### config.mk
export PLATFORM = sky130hd
export DESIGN_NAME = hcc_chan_ctrl
export DESIGN_NICKNAME = d
export VERILOG_FILES = /design/src/rtl/hcc_pkg.sv /design/src/rtl/hcc_res_enc.sv /design/src/rtl/hcc_chan_ctrl.sv
export SDC_FILE = /design/constraint.sdc
export NUM_CORES = 1
export LEC_CHECK = 0
export ABC_AREA = 0
export BUFFER_PORTS_ARGS = -buffer_cell sky130_fd_sc_hd__buf_2
export CORE_UTILIZATION = 50
export CTS_CLUSTER_DIAMETER = 50
export DETAILED_ROUTE_END_ITERATION = 10
export HOLD_SLACK_MARGIN = 0.15
export PLACE_DENSITY = 0.81
export SYNTH_ARGS = -nofsm -noshare
export SYNTH_HDL_FRONTEND = slang
export SYNTH_SLANG_ARGS = --single-unit
### constraint.sdc
create_clock -name mclk -period 4.48 [get_ports mclk]
set_input_delay 1.344 -clock mclk [delete_from_list [all_inputs] [get_ports mclk]]
set_output_delay 1.344 -clock mclk [all_outputs]
set_load 0.01 [all_outputs]
### src/rtl/hcc_pkg.sv
// Constants shared by the host channel control block.
// Assumes an 8-bit register port addressed by the printed offsets.
package hcc_pkg;

    ////////////////////////////////////////////////////////////////////////
    // Register port
    localparam int          HCC_ADDR_W   = 10;
    localparam int          HCC_DATA_W   = 8;
    localparam logic [9:0]  OFS_CTL_RES  = 10'h18E;
    localparam logic [9:0]  OFS_CFG_A    = 10'h190;
    localparam logic [9:0]  OFS_CFG_B    = 10'h191;
    localparam logic [7:0]  RST_CTL_RES  = 8'h00;
    localparam logic [7:0]  RST_CFG_A    = 8'h00;
    localparam logic [7:0]  RST_CFG_B    = 8'h00;

    ////////////////////////////////////////////////////////////////////////
    // Field positions
    localparam int RES_LSB  = 4;
    localparam int ACK_LSB  = 4;
    localparam int SPD_LSB  = 2;
    localparam int TGL_BIT  = 1;
    localparam int GO_BIT   = 0;
    localparam int TID_LSB  = 6;
    localparam int ZLP_BIT  = 3;
    localparam int FREE_BIT = 0;

    ////////////////////////////////////////////////////////////////////////
    // Completion result codes
    localparam logic [2:0] RC_OK    = 3'h0;
    localparam logic [2:0] RC_STALL = 3'h1;
    localparam logic [2:0] RC_OVER  = 3'h2;
    localparam logic [2:0] RC_UNDER = 3'h3;
    localparam logic [2:0] RC_RETRY = 3'h4;

    ////////////////////////////////////////////////////////////////////////
    // Token direction and ACK target
    localparam logic [1:0] TID_OUT  = 2'h1;
    localparam logic [1:0] TID_IN   = 2'h2;
    localparam logic [4:0] ACK_FULL = 5'h10;

    typedef enum logic [1:0] {
        S_IDLE,
        S_ISSUE,
        S_WAIT
    } hcc_state_t;

endpackage

### src/rtl/hcc_res_enc.sv
// Completion result encoder for one finished transaction.
// Assumes the error flags are valid in the cycle of the end pulse.
`timescale 1ns/1ps
`default_nettype none
module hcc_res_enc
    import hcc_pkg::*;
(
    input  wire logic       stall,       // Stall handshake seen
    input  wire logic       over_max,    // Packet above max packet size
    input  wire logic       over_total,  // Bytes above programmed total
    input  wire logic       short_pkt,   // Packet below max packet size
    input  wire logic       under_total, // Received total below programmed
    input  wire logic       crc_err,     // CRC error
    input  wire logic       stuff_err,   // Bit stuffing error
    input  wire logic       timeout,     // No response or handshake
    input  wire logic       pid_chk,     // PID check bits failed
    input  wire logic       pid_bad,     // Invalid or undefined PID
    input  wire logic       toggle_err,  // Data toggle mismatch
    output logic [2:0]      code         // Encoded result
);

    function automatic logic [2:0] encode(
        input logic st, input logic om, input logic ot, input logic sp,
        input logic ut, input logic ce, input logic se, input logic to,
        input logic pc, input logic pb, input logic te);
        logic retry;
        retry = to | ce | se | pc | pb | te;
        if (st)
            return RC_STALL;
        if (ce && se)
            return RC_RETRY;
        if (sp && te)
            return RC_RETRY;
        if (om || ot)
            return RC_OVER;
        if (sp && ut)
            return RC_UNDER;
        if (retry)
            return RC_RETRY;
        return RC_OK;
    endfunction

    always_comb begin
        code = encode(stall, over_max, over_total, short_pkt, under_total,
                      crc_err, stuff_err, timeout, pid_chk, pid_bad, toggle_err);
    end

endmodule
`default_nettype wire

### src/rtl/hcc_chan_ctrl.sv
// Host channel control: control channel result code and bulk channel a
// configuration, token sequencing, ACK counting and completion events.
// Assumes a packet engine on mclk that runs each token and reports one
// end pulse with flags, and a mass storage assist driving bo_* inputs.
// Functional notes
// - Control result code sits in bits 6..4, read only; 000 is success.
// - Stall handshake gives code 001.
// - Packet over max size or bytes over total give code 010.
// - Over or underrun with CRC and stuffing errors becomes retry error.
// - Short packet with toggle mismatch is a toggle mismatch, not overrun.
// - Short packet with total below programmed gives code 011.
// - Timeout, CRC, stuffing, PID faults or toggle mismatch give code 100.
// - Under mass storage assist only data transport ACKs are counted.
// - Written toggle seeds the transaction; reads show the live toggle.
// - Launch bit 1 starts, 0 stops; reads show running state.
// - Full byte total done raises done event and clears launch.
// - Halt on transfer problem clears launch and records the cause.
// - Software stop halts after the current transaction; resume keeps state.
// - Direction 01 issues OUT tokens, 10 issues IN tokens.
// - Direction field ignored while mass storage assist runs.
// - OUT with auto option appends zero length packet on exact boundary.
// - Unbounded length ignores the programmed byte total.
// - Control assist abort on packet error records its cause.
//
// The implementer's own choice: the address-and-strobe port.
`timescale 1ns/1ps
`default_nettype none
module hcc_chan_ctrl
    import hcc_pkg::*;
#(
    parameter int MPS_W   = 10,
    parameter int BYTES_W = 11,
    parameter int TOTAL_W = 32
)(
    input  wire logic                  mclk,           // 250 MHz clock
    input  wire logic                  rst_b,          // Async reset, low
    input  wire logic [HCC_ADDR_W-1:0] reg_addr,       // Register address
    input  wire logic [HCC_DATA_W-1:0] reg_wdata,      // Write data
    input  wire logic                  reg_wr,         // Write strobe
    input  wire logic                  reg_rd,         // Read strobe
    output logic      [HCC_DATA_W-1:0] reg_rdata,      // Read data, next cycle
    input  wire logic                  ctl_txn_end,    // Control txn ended
    input  wire logic                  ctrl_assist_abort, // Control assist error stop
    input  wire logic                  bulk_txn_end,   // Bulk txn ended
    input  wire logic                  res_stall,      // Stall seen
    input  wire logic                  res_over_max,   // Above max packet
    input  wire logic                  res_over_total, // Above total
    input  wire logic                  res_short,      // Short packet
    input  wire logic                  res_under_total,// Below total
    input  wire logic                  res_crc,        // CRC error
    input  wire logic                  res_stuff,      // Stuffing error
    input  wire logic                  res_timeout,    // Response timeout
    input  wire logic                  res_pid_chk,    // PID check failed
    input  wire logic                  res_pid_bad,    // Invalid PID
    input  wire logic                  res_toggle,     // Toggle mismatch
    input  wire logic [BYTES_W-1:0]    txn_bytes,      // Bytes in ended txn
    input  wire logic [MPS_W-1:0]      max_pkt_size,   // Bulk max packet size
    input  wire logic [TOTAL_W-1:0]    byte_total,     // Programmed total
    input  wire logic                  chan_reload,    // Load total, new xfer
    input  wire logic                  bo_active,      // Assist running
    input  wire logic                  bo_launch,      // Assist start pulse
    input  wire logic                  bo_dir_in,      // Assist direction IN
    input  wire logic                  bo_data_phase,  // Assist data transport
    output logic                       tok_req,        // Token request pulse
    output logic                       tok_in,         // 1 IN, 0 OUT
    output logic                       tok_toggle,     // Data toggle for token
    output logic [1:0]                 tok_speed,      // Speed selection
    output logic                       tok_zlp,        // Zero length packet
    output logic                       ack_target_reached, // Pulse
    output logic                       byte_total_done,    // Pulse
    output logic                       channel_halted_event, // Pulse
    output logic [2:0]                 bulk_result_code    // Bulk result
);

    ////////////////////////////////////////////////////////////////////////
    // Declarations
    hcc_state_t         state_q;
    logic [3:0]         ack_tgt_q;
    logic [1:0]         speed_select_q;
    logic               toggle_q;
    logic               launch_q;
    logic [1:0]         token_direction_q;
    logic               auto_zlp_append_q;
    logic               unbounded_length_q;
    logic [TOTAL_W-1:0] remaining_q;
    logic [4:0]         ack_cnt_q;
    logic [2:0]         ctl_res_q;
    logic [2:0]         bulk_res_q;
    logic [7:0]         rdata_q;
    logic               tok_req_q;
    logic               tok_in_q;
    logic               tok_toggle_q;
    logic               tok_zlp_q;
    logic               ack_evt_q;
    logic               done_evt_q;
    logic               halt_evt_q;
    logic [2:0]         code;
    logic               wr_a;
    logic               wr_b;
    logic               done;
    logic               err;
    logic               dir_in;
    logic               dir_ok;
    logic               full_pkt;
    logic [TOTAL_W-1:0] rem_d;
    logic               at_end;
    logic               zlp_need;
    logic               finish;
    logic               halt;
    logic               ack_evt;
    logic [4:0]         ack_tgt;
    logic [4:0]         ack_cnt_d;

    function automatic logic [TOTAL_W-1:0] sat_sub(
        input logic [TOTAL_W-1:0] a, input logic [BYTES_W-1:0] b);
        logic [TOTAL_W-1:0] bw;
        bw = TOTAL_W'(b);
        return (a > bw) ? a - bw : '0;
    endfunction

    ////////////////////////////////////////////////////////////////////////
    // Result encoding, shared by both channels
    hcc_res_enc u_enc (
        .stall       (res_stall),
        .over_max    (res_over_max),
        .over_total  (res_over_total),
        .short_pkt   (res_short),
        .under_total (res_under_total),
        .crc_err     (res_crc),
        .stuff_err   (res_stuff),
        .timeout     (res_timeout),
        .pid_chk     (res_pid_chk),
        .pid_bad     (res_pid_bad),
        .toggle_err  (res_toggle),
        .code        (code)
    );

    ////////////////////////////////////////////////////////////////////////
    // Bulk sequencing terms
    always_comb begin
        wr_a     = reg_wr && (reg_addr == OFS_CFG_A);
        wr_b     = reg_wr && (reg_addr == OFS_CFG_B);
        done     = bulk_txn_end && (state_q == S_WAIT);
        err      = (code != RC_OK);
        dir_in   = bo_active ? bo_dir_in : (token_direction_q == TID_IN);
        // only 01 and 10 may launch unless the assist runs, which allows any value
        dir_ok   = bo_active || (token_direction_q == TID_OUT) || (token_direction_q == TID_IN);
        full_pkt = (txn_bytes == BYTES_W'(max_pkt_size));
        rem_d    = sat_sub(remaining_q, txn_bytes);
        at_end   = !unbounded_length_q && (rem_d == '0);
        zlp_need = at_end && !dir_in && auto_zlp_append_q && full_pkt && !tok_zlp_q;
        finish   = done && !err && at_end && !zlp_need;
        halt     = done && (err || (!launch_q && !finish && !zlp_need));
        ack_evt  = done && !err && (!bo_active || bo_data_phase);
        ack_tgt  = (ack_tgt_q == 4'h0) ? ACK_FULL : {1'b0, ack_tgt_q};
        ack_cnt_d = ack_cnt_q + 5'h01;
    end

    ////////////////////////////////////////////////////////////////////////
    // Configuration registers
    always_ff @(posedge mclk or negedge rst_b) begin
        if (!rst_b) begin
            ack_tgt_q          <= RST_CFG_A[ACK_LSB +: 4];
            speed_select_q     <= RST_CFG_A[SPD_LSB +: 2];
            token_direction_q  <= RST_CFG_B[TID_LSB +: 2];
            auto_zlp_append_q  <= RST_CFG_B[ZLP_BIT];
            unbounded_length_q <= RST_CFG_B[FREE_BIT];
        end else begin
            if (wr_a) begin
                ack_tgt_q      <= reg_wdata[ACK_LSB +: 4];
                speed_select_q <= reg_wdata[SPD_LSB +: 2];
            end
            if (wr_b) begin
                token_direction_q  <= reg_wdata[TID_LSB +: 2];
                auto_zlp_append_q  <= reg_wdata[ZLP_BIT];
                unbounded_length_q <= reg_wdata[FREE_BIT];
            end
        end
    end

    // seed by write, flip on good txn
    always_ff @(posedge mclk or negedge rst_b) begin
        if (!rst_b)
            toggle_q <= RST_CFG_A[TGL_BIT];
        else if (done && !err)
            toggle_q <= !toggle_q;
        else if (wr_a)
            toggle_q <= reg_wdata[TGL_BIT];
    end

    // software write wins over hardware clear
    always_ff @(posedge mclk or negedge rst_b) begin
        if (!rst_b)
            launch_q <= RST_CFG_A[GO_BIT];
        else if (wr_a)
            launch_q <= reg_wdata[GO_BIT];
        else if (bo_launch)
            launch_q <= 1'b1;
        else if (finish || halt)
            launch_q <= 1'b0;
    end

    ////////////////////////////////////////////////////////////////////////
    // Token sequencer
    always_ff @(posedge mclk or negedge rst_b) begin
        if (!rst_b) begin
            state_q      <= S_IDLE;
            tok_req_q    <= 1'b0;
            tok_in_q     <= 1'b0;
            tok_toggle_q <= 1'b0;
            tok_zlp_q    <= 1'b0;
        end else begin
            tok_req_q <= 1'b0;
            case (state_q)
                S_IDLE: begin
                    tok_zlp_q <= 1'b0;
                    if (launch_q && dir_ok)
                        state_q <= S_ISSUE;
                end
                S_ISSUE: begin
                    tok_req_q    <= 1'b1;
                    tok_in_q     <= dir_in;
                    tok_toggle_q <= toggle_q;
                    state_q      <= S_WAIT;
                end
                S_WAIT: begin
                    if (done) begin
                        // stop takes effect after the txn
                        if (halt || finish) begin
                            state_q <= S_IDLE;
                        end else begin
                            tok_zlp_q <= zlp_need;
                            state_q   <= S_ISSUE;
                        end
                    end
                end
                default: state_q <= S_IDLE;
            endcase
        end
    end

    // remaining total kept across a stop
    always_ff @(posedge mclk or negedge rst_b) begin
        if (!rst_b)
            remaining_q <= '0;
        else if (done)
            remaining_q <= rem_d;
        else if (chan_reload)
            remaining_q <= byte_total;
    end

    always_ff @(posedge mclk or negedge rst_b) begin
        if (!rst_b) begin
            ack_cnt_q <= 5'h00;
            ack_evt_q <= 1'b0;
        end else begin
            ack_evt_q <= 1'b0;
            if (ack_evt) begin
                if (ack_cnt_d >= ack_tgt) begin
                    ack_cnt_q <= 5'h00;
                    ack_evt_q <= 1'b1;
                end else begin
                    ack_cnt_q <= ack_cnt_d;
                end
            end
        end
    end

    ////////////////////////////////////////////////////////////////////////
    // Events and result codes
    always_ff @(posedge mclk or negedge rst_b) begin
        if (!rst_b) begin
            done_evt_q <= 1'b0;
            halt_evt_q <= 1'b0;
        end else begin
            done_evt_q <= finish;
            halt_evt_q <= halt;
        end
    end

    // codes change only at an end
    always_ff @(posedge mclk or negedge rst_b) begin
        if (!rst_b) begin
            ctl_res_q  <= RST_CTL_RES[RES_LSB +: 3];
            bulk_res_q <= RC_OK;
        end else begin
            if (ctl_txn_end || ctrl_assist_abort)
                ctl_res_q <= code;
            if (done)
                bulk_res_q <= code;
        end
    end

    ////////////////////////////////////////////////////////////////////////
    // Register read port
    always_ff @(posedge mclk or negedge rst_b) begin
        if (!rst_b) begin
            rdata_q <= 8'h00;
        end else if (reg_rd) begin
            case (reg_addr)
                OFS_CTL_RES: rdata_q <= {1'b0, ctl_res_q, 4'h0};
                OFS_CFG_A:   rdata_q <= {ack_tgt_q, speed_select_q, toggle_q, launch_q};
                OFS_CFG_B:   rdata_q <= {token_direction_q, 2'h0, auto_zlp_append_q,
                                         2'h0, unbounded_length_q};
                default:     rdata_q <= 8'h00;
            endcase
        end else begin
            rdata_q <= 8'h00;
        end
    end

    always_comb begin
        reg_rdata            = rdata_q;
        tok_req              = tok_req_q;
        tok_in               = tok_in_q;
        tok_toggle           = tok_toggle_q;
        tok_speed            = speed_select_q;
        tok_zlp              = tok_zlp_q;
        ack_target_reached   = ack_evt_q;
        byte_total_done      = done_evt_q;
        channel_halted_event = halt_evt_q;
        bulk_result_code     = bulk_res_q;
    end
endmodule
`default_nettype wire

After elaboration in Yosys (flattened, before gate mapping)
Index checks and enable logic that the tools add are counted.
- register bits after elaboration: 72
- logic and storage cells: 142
- add/subtract/negate cells: 2
- $lt $le $gt $ge: 2
- equality and inequality tests: 11
- mux-type cells: 57
- bitwise operators: 5
- reduce and logical (&&, ||, !) cells: 45
- operator list (cell ; count):
    two-way mux 32 bit ; 3
    two-way mux 3 bit ; 13
    two-way mux 1 bit ; 33
    > comparator 32 x 11 -> 1 bit ; 1
    zero test 32 bit ; 1
    subtractor 32 x 11 -> 32 bit ; 1
    == test 10 x 9 -> 1 bit, second input constant ; 3
    case mux 8 bit (3 select lines) ; 1
    logical AND 1 bit ; 19
    == test 11 x 10 -> 1 bit ; 1
    two-way mux 5 bit ; 2
    zero test 1 bit ; 9
    two-way mux 8 bit ; 1
    logical OR 1 bit ; 7
    inequality test 2 bit, second input constant ; 3
    case mux 2 bit (3 select lines) ; 1
    nonzero test 2 bit ; 3
    nonzero test 3 bit ; 2
    adder 5 x 1 -> 5 bit, second input constant ; 1
    greater-or-equal comparator 5 bit ; 1
    bitwise OR 1 bit ; 5
    == test 2 x 1 -> 1 bit, second input constant ; 2
    == test 2 bit, second input constant ; 2
    zero test 4 bit ; 1
    other kinds (5) ; 6

Logic depth before layout (Yosys ltp)
- word-level depth: 37
- gate-level depth with buffers: 15
- gate-level depth less buffers: 12

Modules after synthesis
A second synthesis with hierarchy kept.
- cells, all modules: 588
- area, all modules: 5201.2 um2
- modules (own cells, without submodules) (module ; times used ; cells an instance ; area each (um2) ; sequential area each (um2)):
    hcc_chan_ctrl ; 1 ; 579 ; 5142.4 ; 1801.7
    hcc_res_enc ; 1 ; 9 ; 58.8 ; 0.0

Worst setup path after synthesis
OpenSTA, ideal clock, no wires.
- path kind: input to register
- start: input txn_bytes[0]
- end: register state_q[0]
- data arrival time: 4047 ps
- slack: 309 ps
- cell stages on the path: 11
- cells stage by stage: ha_1 > fa_1 > nand2b_1 > a211oi_2 > o31ai_2 > o21ai_1 > nor3_1 > o32a_1 > nor4_4 > a21oi_2 > a211o_1
- cells in the longest elaborated chain, start to end: 19
- elaborated cells on any way between the ends: 22
- RTL lines (element ; line ; text):
    start: declaration ; hcc_chan_ctrl.sv:56 ; input wire logic [BYTES_W-1:0] txn_bytes,
    subtractor 32 x 11 -> 32 bit / > comparator 32 x 11 -> 1 bit (equally long branches) ; hcc_chan_ctrl.sv:118 ; return (a > bw) ? a - bw : '0;
    two-way mux 32 bit ; hcc_chan_ctrl.sv:118 ;
    zero test 32 bit ; hcc_chan_ctrl.sv:150 ; at_end = !unbounded_length_q && (rem_d == '0);
    logical AND 1 bit ; hcc_chan_ctrl.sv:150 ;
    logical AND 1 bit (4 in series) ; hcc_chan_ctrl.sv:151 ; zlp_need = at_end && !dir_in && auto_zlp_append_q && full_pkt && !tok_zlp_q;
    zero test 1 bit ; hcc_chan_ctrl.sv:152, hcc_chan_ctrl.sv:153 ;
    logical AND 1 bit ; hcc_chan_ctrl.sv:152 ; finish = done && !err && at_end && !zlp_need;
    zero test 1 bit ; hcc_chan_ctrl.sv:153 ; halt = done && (err || (!launch_q && !finish && !zlp_need));
    logical AND 1 bit (2 in series) ; hcc_chan_ctrl.sv:153 ;
    logical OR 1 bit ; hcc_chan_ctrl.sv:153 ;
    logical AND 1 bit ; hcc_chan_ctrl.sv:153 ;
    logical OR 1 bit (*) ; hcc_chan_ctrl.sv:229 ; if (halt || finish) begin
    two-way mux 1 bit (*) ; hcc_chan_ctrl.sv:229 ;
    two-way mux 2 bit (*) ; hcc_chan_ctrl.sv:227 ; if (done) begin
    case mux 2 bit (3 select lines) (*) ; hcc_chan_ctrl.sv:214 ; case (state_q)
    end signal: assignment ; hcc_chan_ctrl.sv:218 ; state_q <= S_ISSUE;
    end signal: assignment ; hcc_chan_ctrl.sv:230 ; state_q <= S_IDLE;
    end signal: assignment ; hcc_chan_ctrl.sv:233 ; state_q <= S_ISSUE;
    end: declaration ; hcc_chan_ctrl.sv:77 ; hcc_state_t state_q;
Every way passes the cells marked *; elsewhere a longest branch is shown, timed or not. The select of a mux whose other input is x is not followed.
A chain may end at the register's enable or synchronous reset.

Worst setup path in the final report
- start: input txn_bytes[10]
- end: register state_q[0]
Same word-level chain as after synthesis.

==> impl_metrics.py <==
metrics = {
    "floorplan": {
        "dieArea_um2": 10700,
        "die_height_um": 103,
        "std_cell_rows": 36,
        "start_util": 0.522,
        "die_w_um": 103,
        "core_um2": 9860,
        "pin_count": 114,
    },
    "place": {
        "gp_congestion": 1.00,
        "place_hpwl_um": 12200,
        "post-place-ws_ps": -119,
        "place_inst": 844,
        "io_buffer_count": 113,
    },
    "cts": {
        "cts.root.buffer_cell": "clkbuf_8",
        "ctsHoldBuffers": 0,
        "cts_tree": "built",
        "clock-sinks": 72,
        "htree_levels": 3,
        "path_clk_slew_ps": 70,
        "numCtsBuffers": 9,
        "cts_max_path_buffers": 2,
        "worstSkewPairLatency_ps": 360,
    },
    "worst_setup_path": {
        "start_kind": "input pin",
        "crit_chain": "buf_2, inv_1, ha_1, a2111oi_2, nand3_1, nor2_1, nand3_1, a2111oi_1, nand4b_1, nor4_4, a21oi_2, a211o_1",
        "crit_arrival_ps": 4560,
        "path_depth": 12,
        "ff2ff_path_depth": 10,
        "end_kind": "register",
        "cp_data_required_time_ps": 4720,
        "path_buf_inv": 2,
        "slowest_stage": "a2111oi_1",
        "crit_family": "compound AO/OA/AOI/OAI gates",
        "cpPeakStageDelay_ps": 690,
        "path_class": "input pin to register",
        "cpMostUsedCell": "nand3_1",
        "crit_fanout": 4,
    },
    "timing": {
        "period_needed_ps": 4320,
        "hold_ws_ps": 488,
        "period_share": 0.964,
        "layout_setup_ws_ps": 159,
        "finalMaxSlewViolations": 0,
        "finalSetupViolCount": 0,
        "hold_viol_final": 0,
        "worst_pin_slew_ps": 920,
        "rsz0062_at_grt": "no",
        "fin_worst_skew_ps": 11.9,
        "max-slew-margin-rel": 0.387,
        "max_freq_ghz": 0.231,
    },
    "final_layout": {
        "final_net_count": 834,
        "ff_latch_area_um2": 1800,
        "drive_gt1_frac": 0.259,
        "utilization": 0.625,
        "multi_input_area_um2": 3110,
        "final_cells": 860,
        "area_delta_synth_final_pct": 19.7,
        "num_antenna_cells": 0,
        "nFillCells": 833,
    },
    "logic_synthesis": {
        "ys_ff_latch": 72,
        "ys.flop_type": "dfrtp_1",
        "ys_warn_count": 0,
        "syn_area_um2": 5150,
        "async_reset_ff_frac": 1.00,
        "synth_edf_count": 0,
        "syn_avg_cell_area_um2": 8.64,
        "yosysSeqAreaShare": 0.350,
        "netlist_instances": 596,
        "syn_nets": 708,
        "synth_top_area_share": 0.350,
        "yosys-top-cells-area": "dfrtp_1 (35%), o21ai_0 (4.9%), nand2_1 (4.3%)",
        "synth_top_cell_by_area": "dfrtp_1",
        "synth.distinct_cells": 75,
    },
    "drt": {
        "vias": 5378,
        "top_layer": "met4",
        "drtIter0Drc": 480,
        "wl_um": 16000,
        "ant_nets": 0,
        "firstDrtPassIters": 5,
        "wl_met3_um": 1410,
        "met2_wirelength_um": 7550,
        "post-route-drc-count": 0,
        "vias_per_cell": 6.25,
        "wl_per_cell_um": 18.6,
        "met1_length_um": 6410,
    },
    "global_routing": {
        "grt_pass1_wl_um": 25200,
        "grt_pass1_vias": 5018,
        "grt_antenna_before_repair": 0,
        "grt_usage": 0.312,
        "grt_max_degree": 73,
        "grt_overflow": 0,
    },
    "run_status": {
        "status": "complete, no violations",
    },
    "pwr": {
        "pwr-share-seq": 0.339,
        "internal-power_w": 0.00157,
        "vdd_drop_max_mv": 0.237,
        "switching_share": 0.447,
        "total_power_w": 0.00285,
        "power_leakage_nw": 2.93,
        "p_comb_frac": 0.488,
        "p_per_area_nw_per_um2": 462,
        "p_clk_frac": 0.174,
        "p_sw_w": 0.00127,
    },
    "run": {
        "max_cap_viol_count": 0,
    },
    "min_path": {
        "hold_depth": 2,
        "worstHoldPathType": "register to register",
    },
}
==> Yosys cell counts, drive strengths merged, types with 4 or more instances <==
master	instances
dfrtp	72
nand2	59
nor2	55
o21ai	53
inv	30
a21oi	24
nor3	23
nand3	19
mux2i	18
ha	17
clkbuf	16
nand2b	14
nor4	14
xor2	14
mux2	13
a221o	11
a211oi	10
buf	10
or3	9
a21o	8
or4	8
nor2b	7
xnor2	7
a2111oi	6
and2	6
a22oi	5
nand4	5
o31ai	5
nor3b	4
==> cell usage in the layout (no fill, tap or decap), drive strengths merged, types with 8 or more instances in the layout <==
cell / count
a211oi: 10
nand2b: 14
or3: 9
nor4: 14
buf: 141
nor2: 55
a21o: 8
mux2: 13
or4: 8
xor2: 14
ha: 17
a221o: 11
dfrtp: 72
inv: 31
o21ai: 53
a21oi: 24
nand3: 19
clkbuf: 12
nor3: 23
mux2i: 18
nand2: 59
==> repair_timing <==
| action | 4_1_cts | 5_1_grt |
|---|---|---|
| gates resized for setup | 0 | 1 |
| hold endpoints to repair | 0 | 0 |
| setup endpoints to repair | 0 | 2 |
| buffers inserted | 0 | 0 |
==> stage by stage <==
stage	setup TNS [ps]	instance area, µm²
5_1_grt	0	6160
6_report	0	6160
3_5_place_dp	-306	5980
3_3_place_gp	-554	5980
2_1_floorplan	0	5150
4_1_cts	0	6160
==> logic make-up after synthesis <==
family | Yosys count | synth area share
AND/OR/NAND/NOR | 244 | 0.249
AO/OA/AOI/OAI | 154 | 0.210
flip-flops | 72 | 0.350
buffers and inverters | 56 | 0.0462
multiplexers | 31 | 0.0634
XOR/XNOR | 21 | 0.0357
adder cells (fa/ha/maj) | 18 | 0.0452
==> tightest hold or removal path, cell delays in order (launching register included) <==
cell and delay [ps]:
dfrtp_1 350, nand2_1 50, o31ai_1 50
==> power groups by stage <==
stage	combinational (W)	sequential, W	clock [W]
global route	0.00151	0.000985	0.000528
finish	0.00139	0.000964	0.000494
floorplan	0.000936	0.000890	0
CTS	0.00135	0.000957	0.000499
detailed placement	0.00134	0.000967	0
global placement	0.00133	0.000965	0
==> per-layer routing <==
metal / up-vias / GRT usage
met1: 2521 / 0.398
li1: 2462 / -
met2: 335 / 0.521
met3: 60 / 0.0477
met5: - / 0
met4: 0 / 0.146
==> state kept, by name (all words and copies together), names as in the netlist, 2 cells and up <==
name / flops
state_q: 2
token_direction_q: 2
bulk_result_code: 3
remaining_q: 32
ctl_res_q: 3
ack_tgt_q: 4
tok_speed: 2
ack_cnt_q: 5
reg_rdata: 8
==> worst paths after layout <==
check,from,end,slack (ps)
max,txn_bytes[10],state_q[0]$_DFFE_PN0P_,160
min,bulk_result_code[1]$_DFFE_PN0P_,bulk_result_code[1]$_DFFE_PN0P_,490
max reg2reg,remaining_q[10]$_DFFE_PN0P_,state_q[0]$_DFFE_PN0P_,980
min reg2reg,bulk_result_code[1]$_DFFE_PN0P_,bulk_result_code[1]$_DFFE_PN0P_,490
max in group asynchronous,rst_b,remaining_q[30]$_DFFE_PN0P_,2690
min in group asynchronous,rst_b,reg_rdata[6]$_DFF_PN0_,1210
==> layout make-up <==
class                   instances  area share
clock buffers                  12      0.0252
clock inverters                 4     0.00447
inverters                      30      0.0183
multi-input cells             468       0.505
flip-flops and latches         72       0.292
well taps                     133      0.0270
repair buffers                141       0.128
Power figures use the tool's default switching activity.
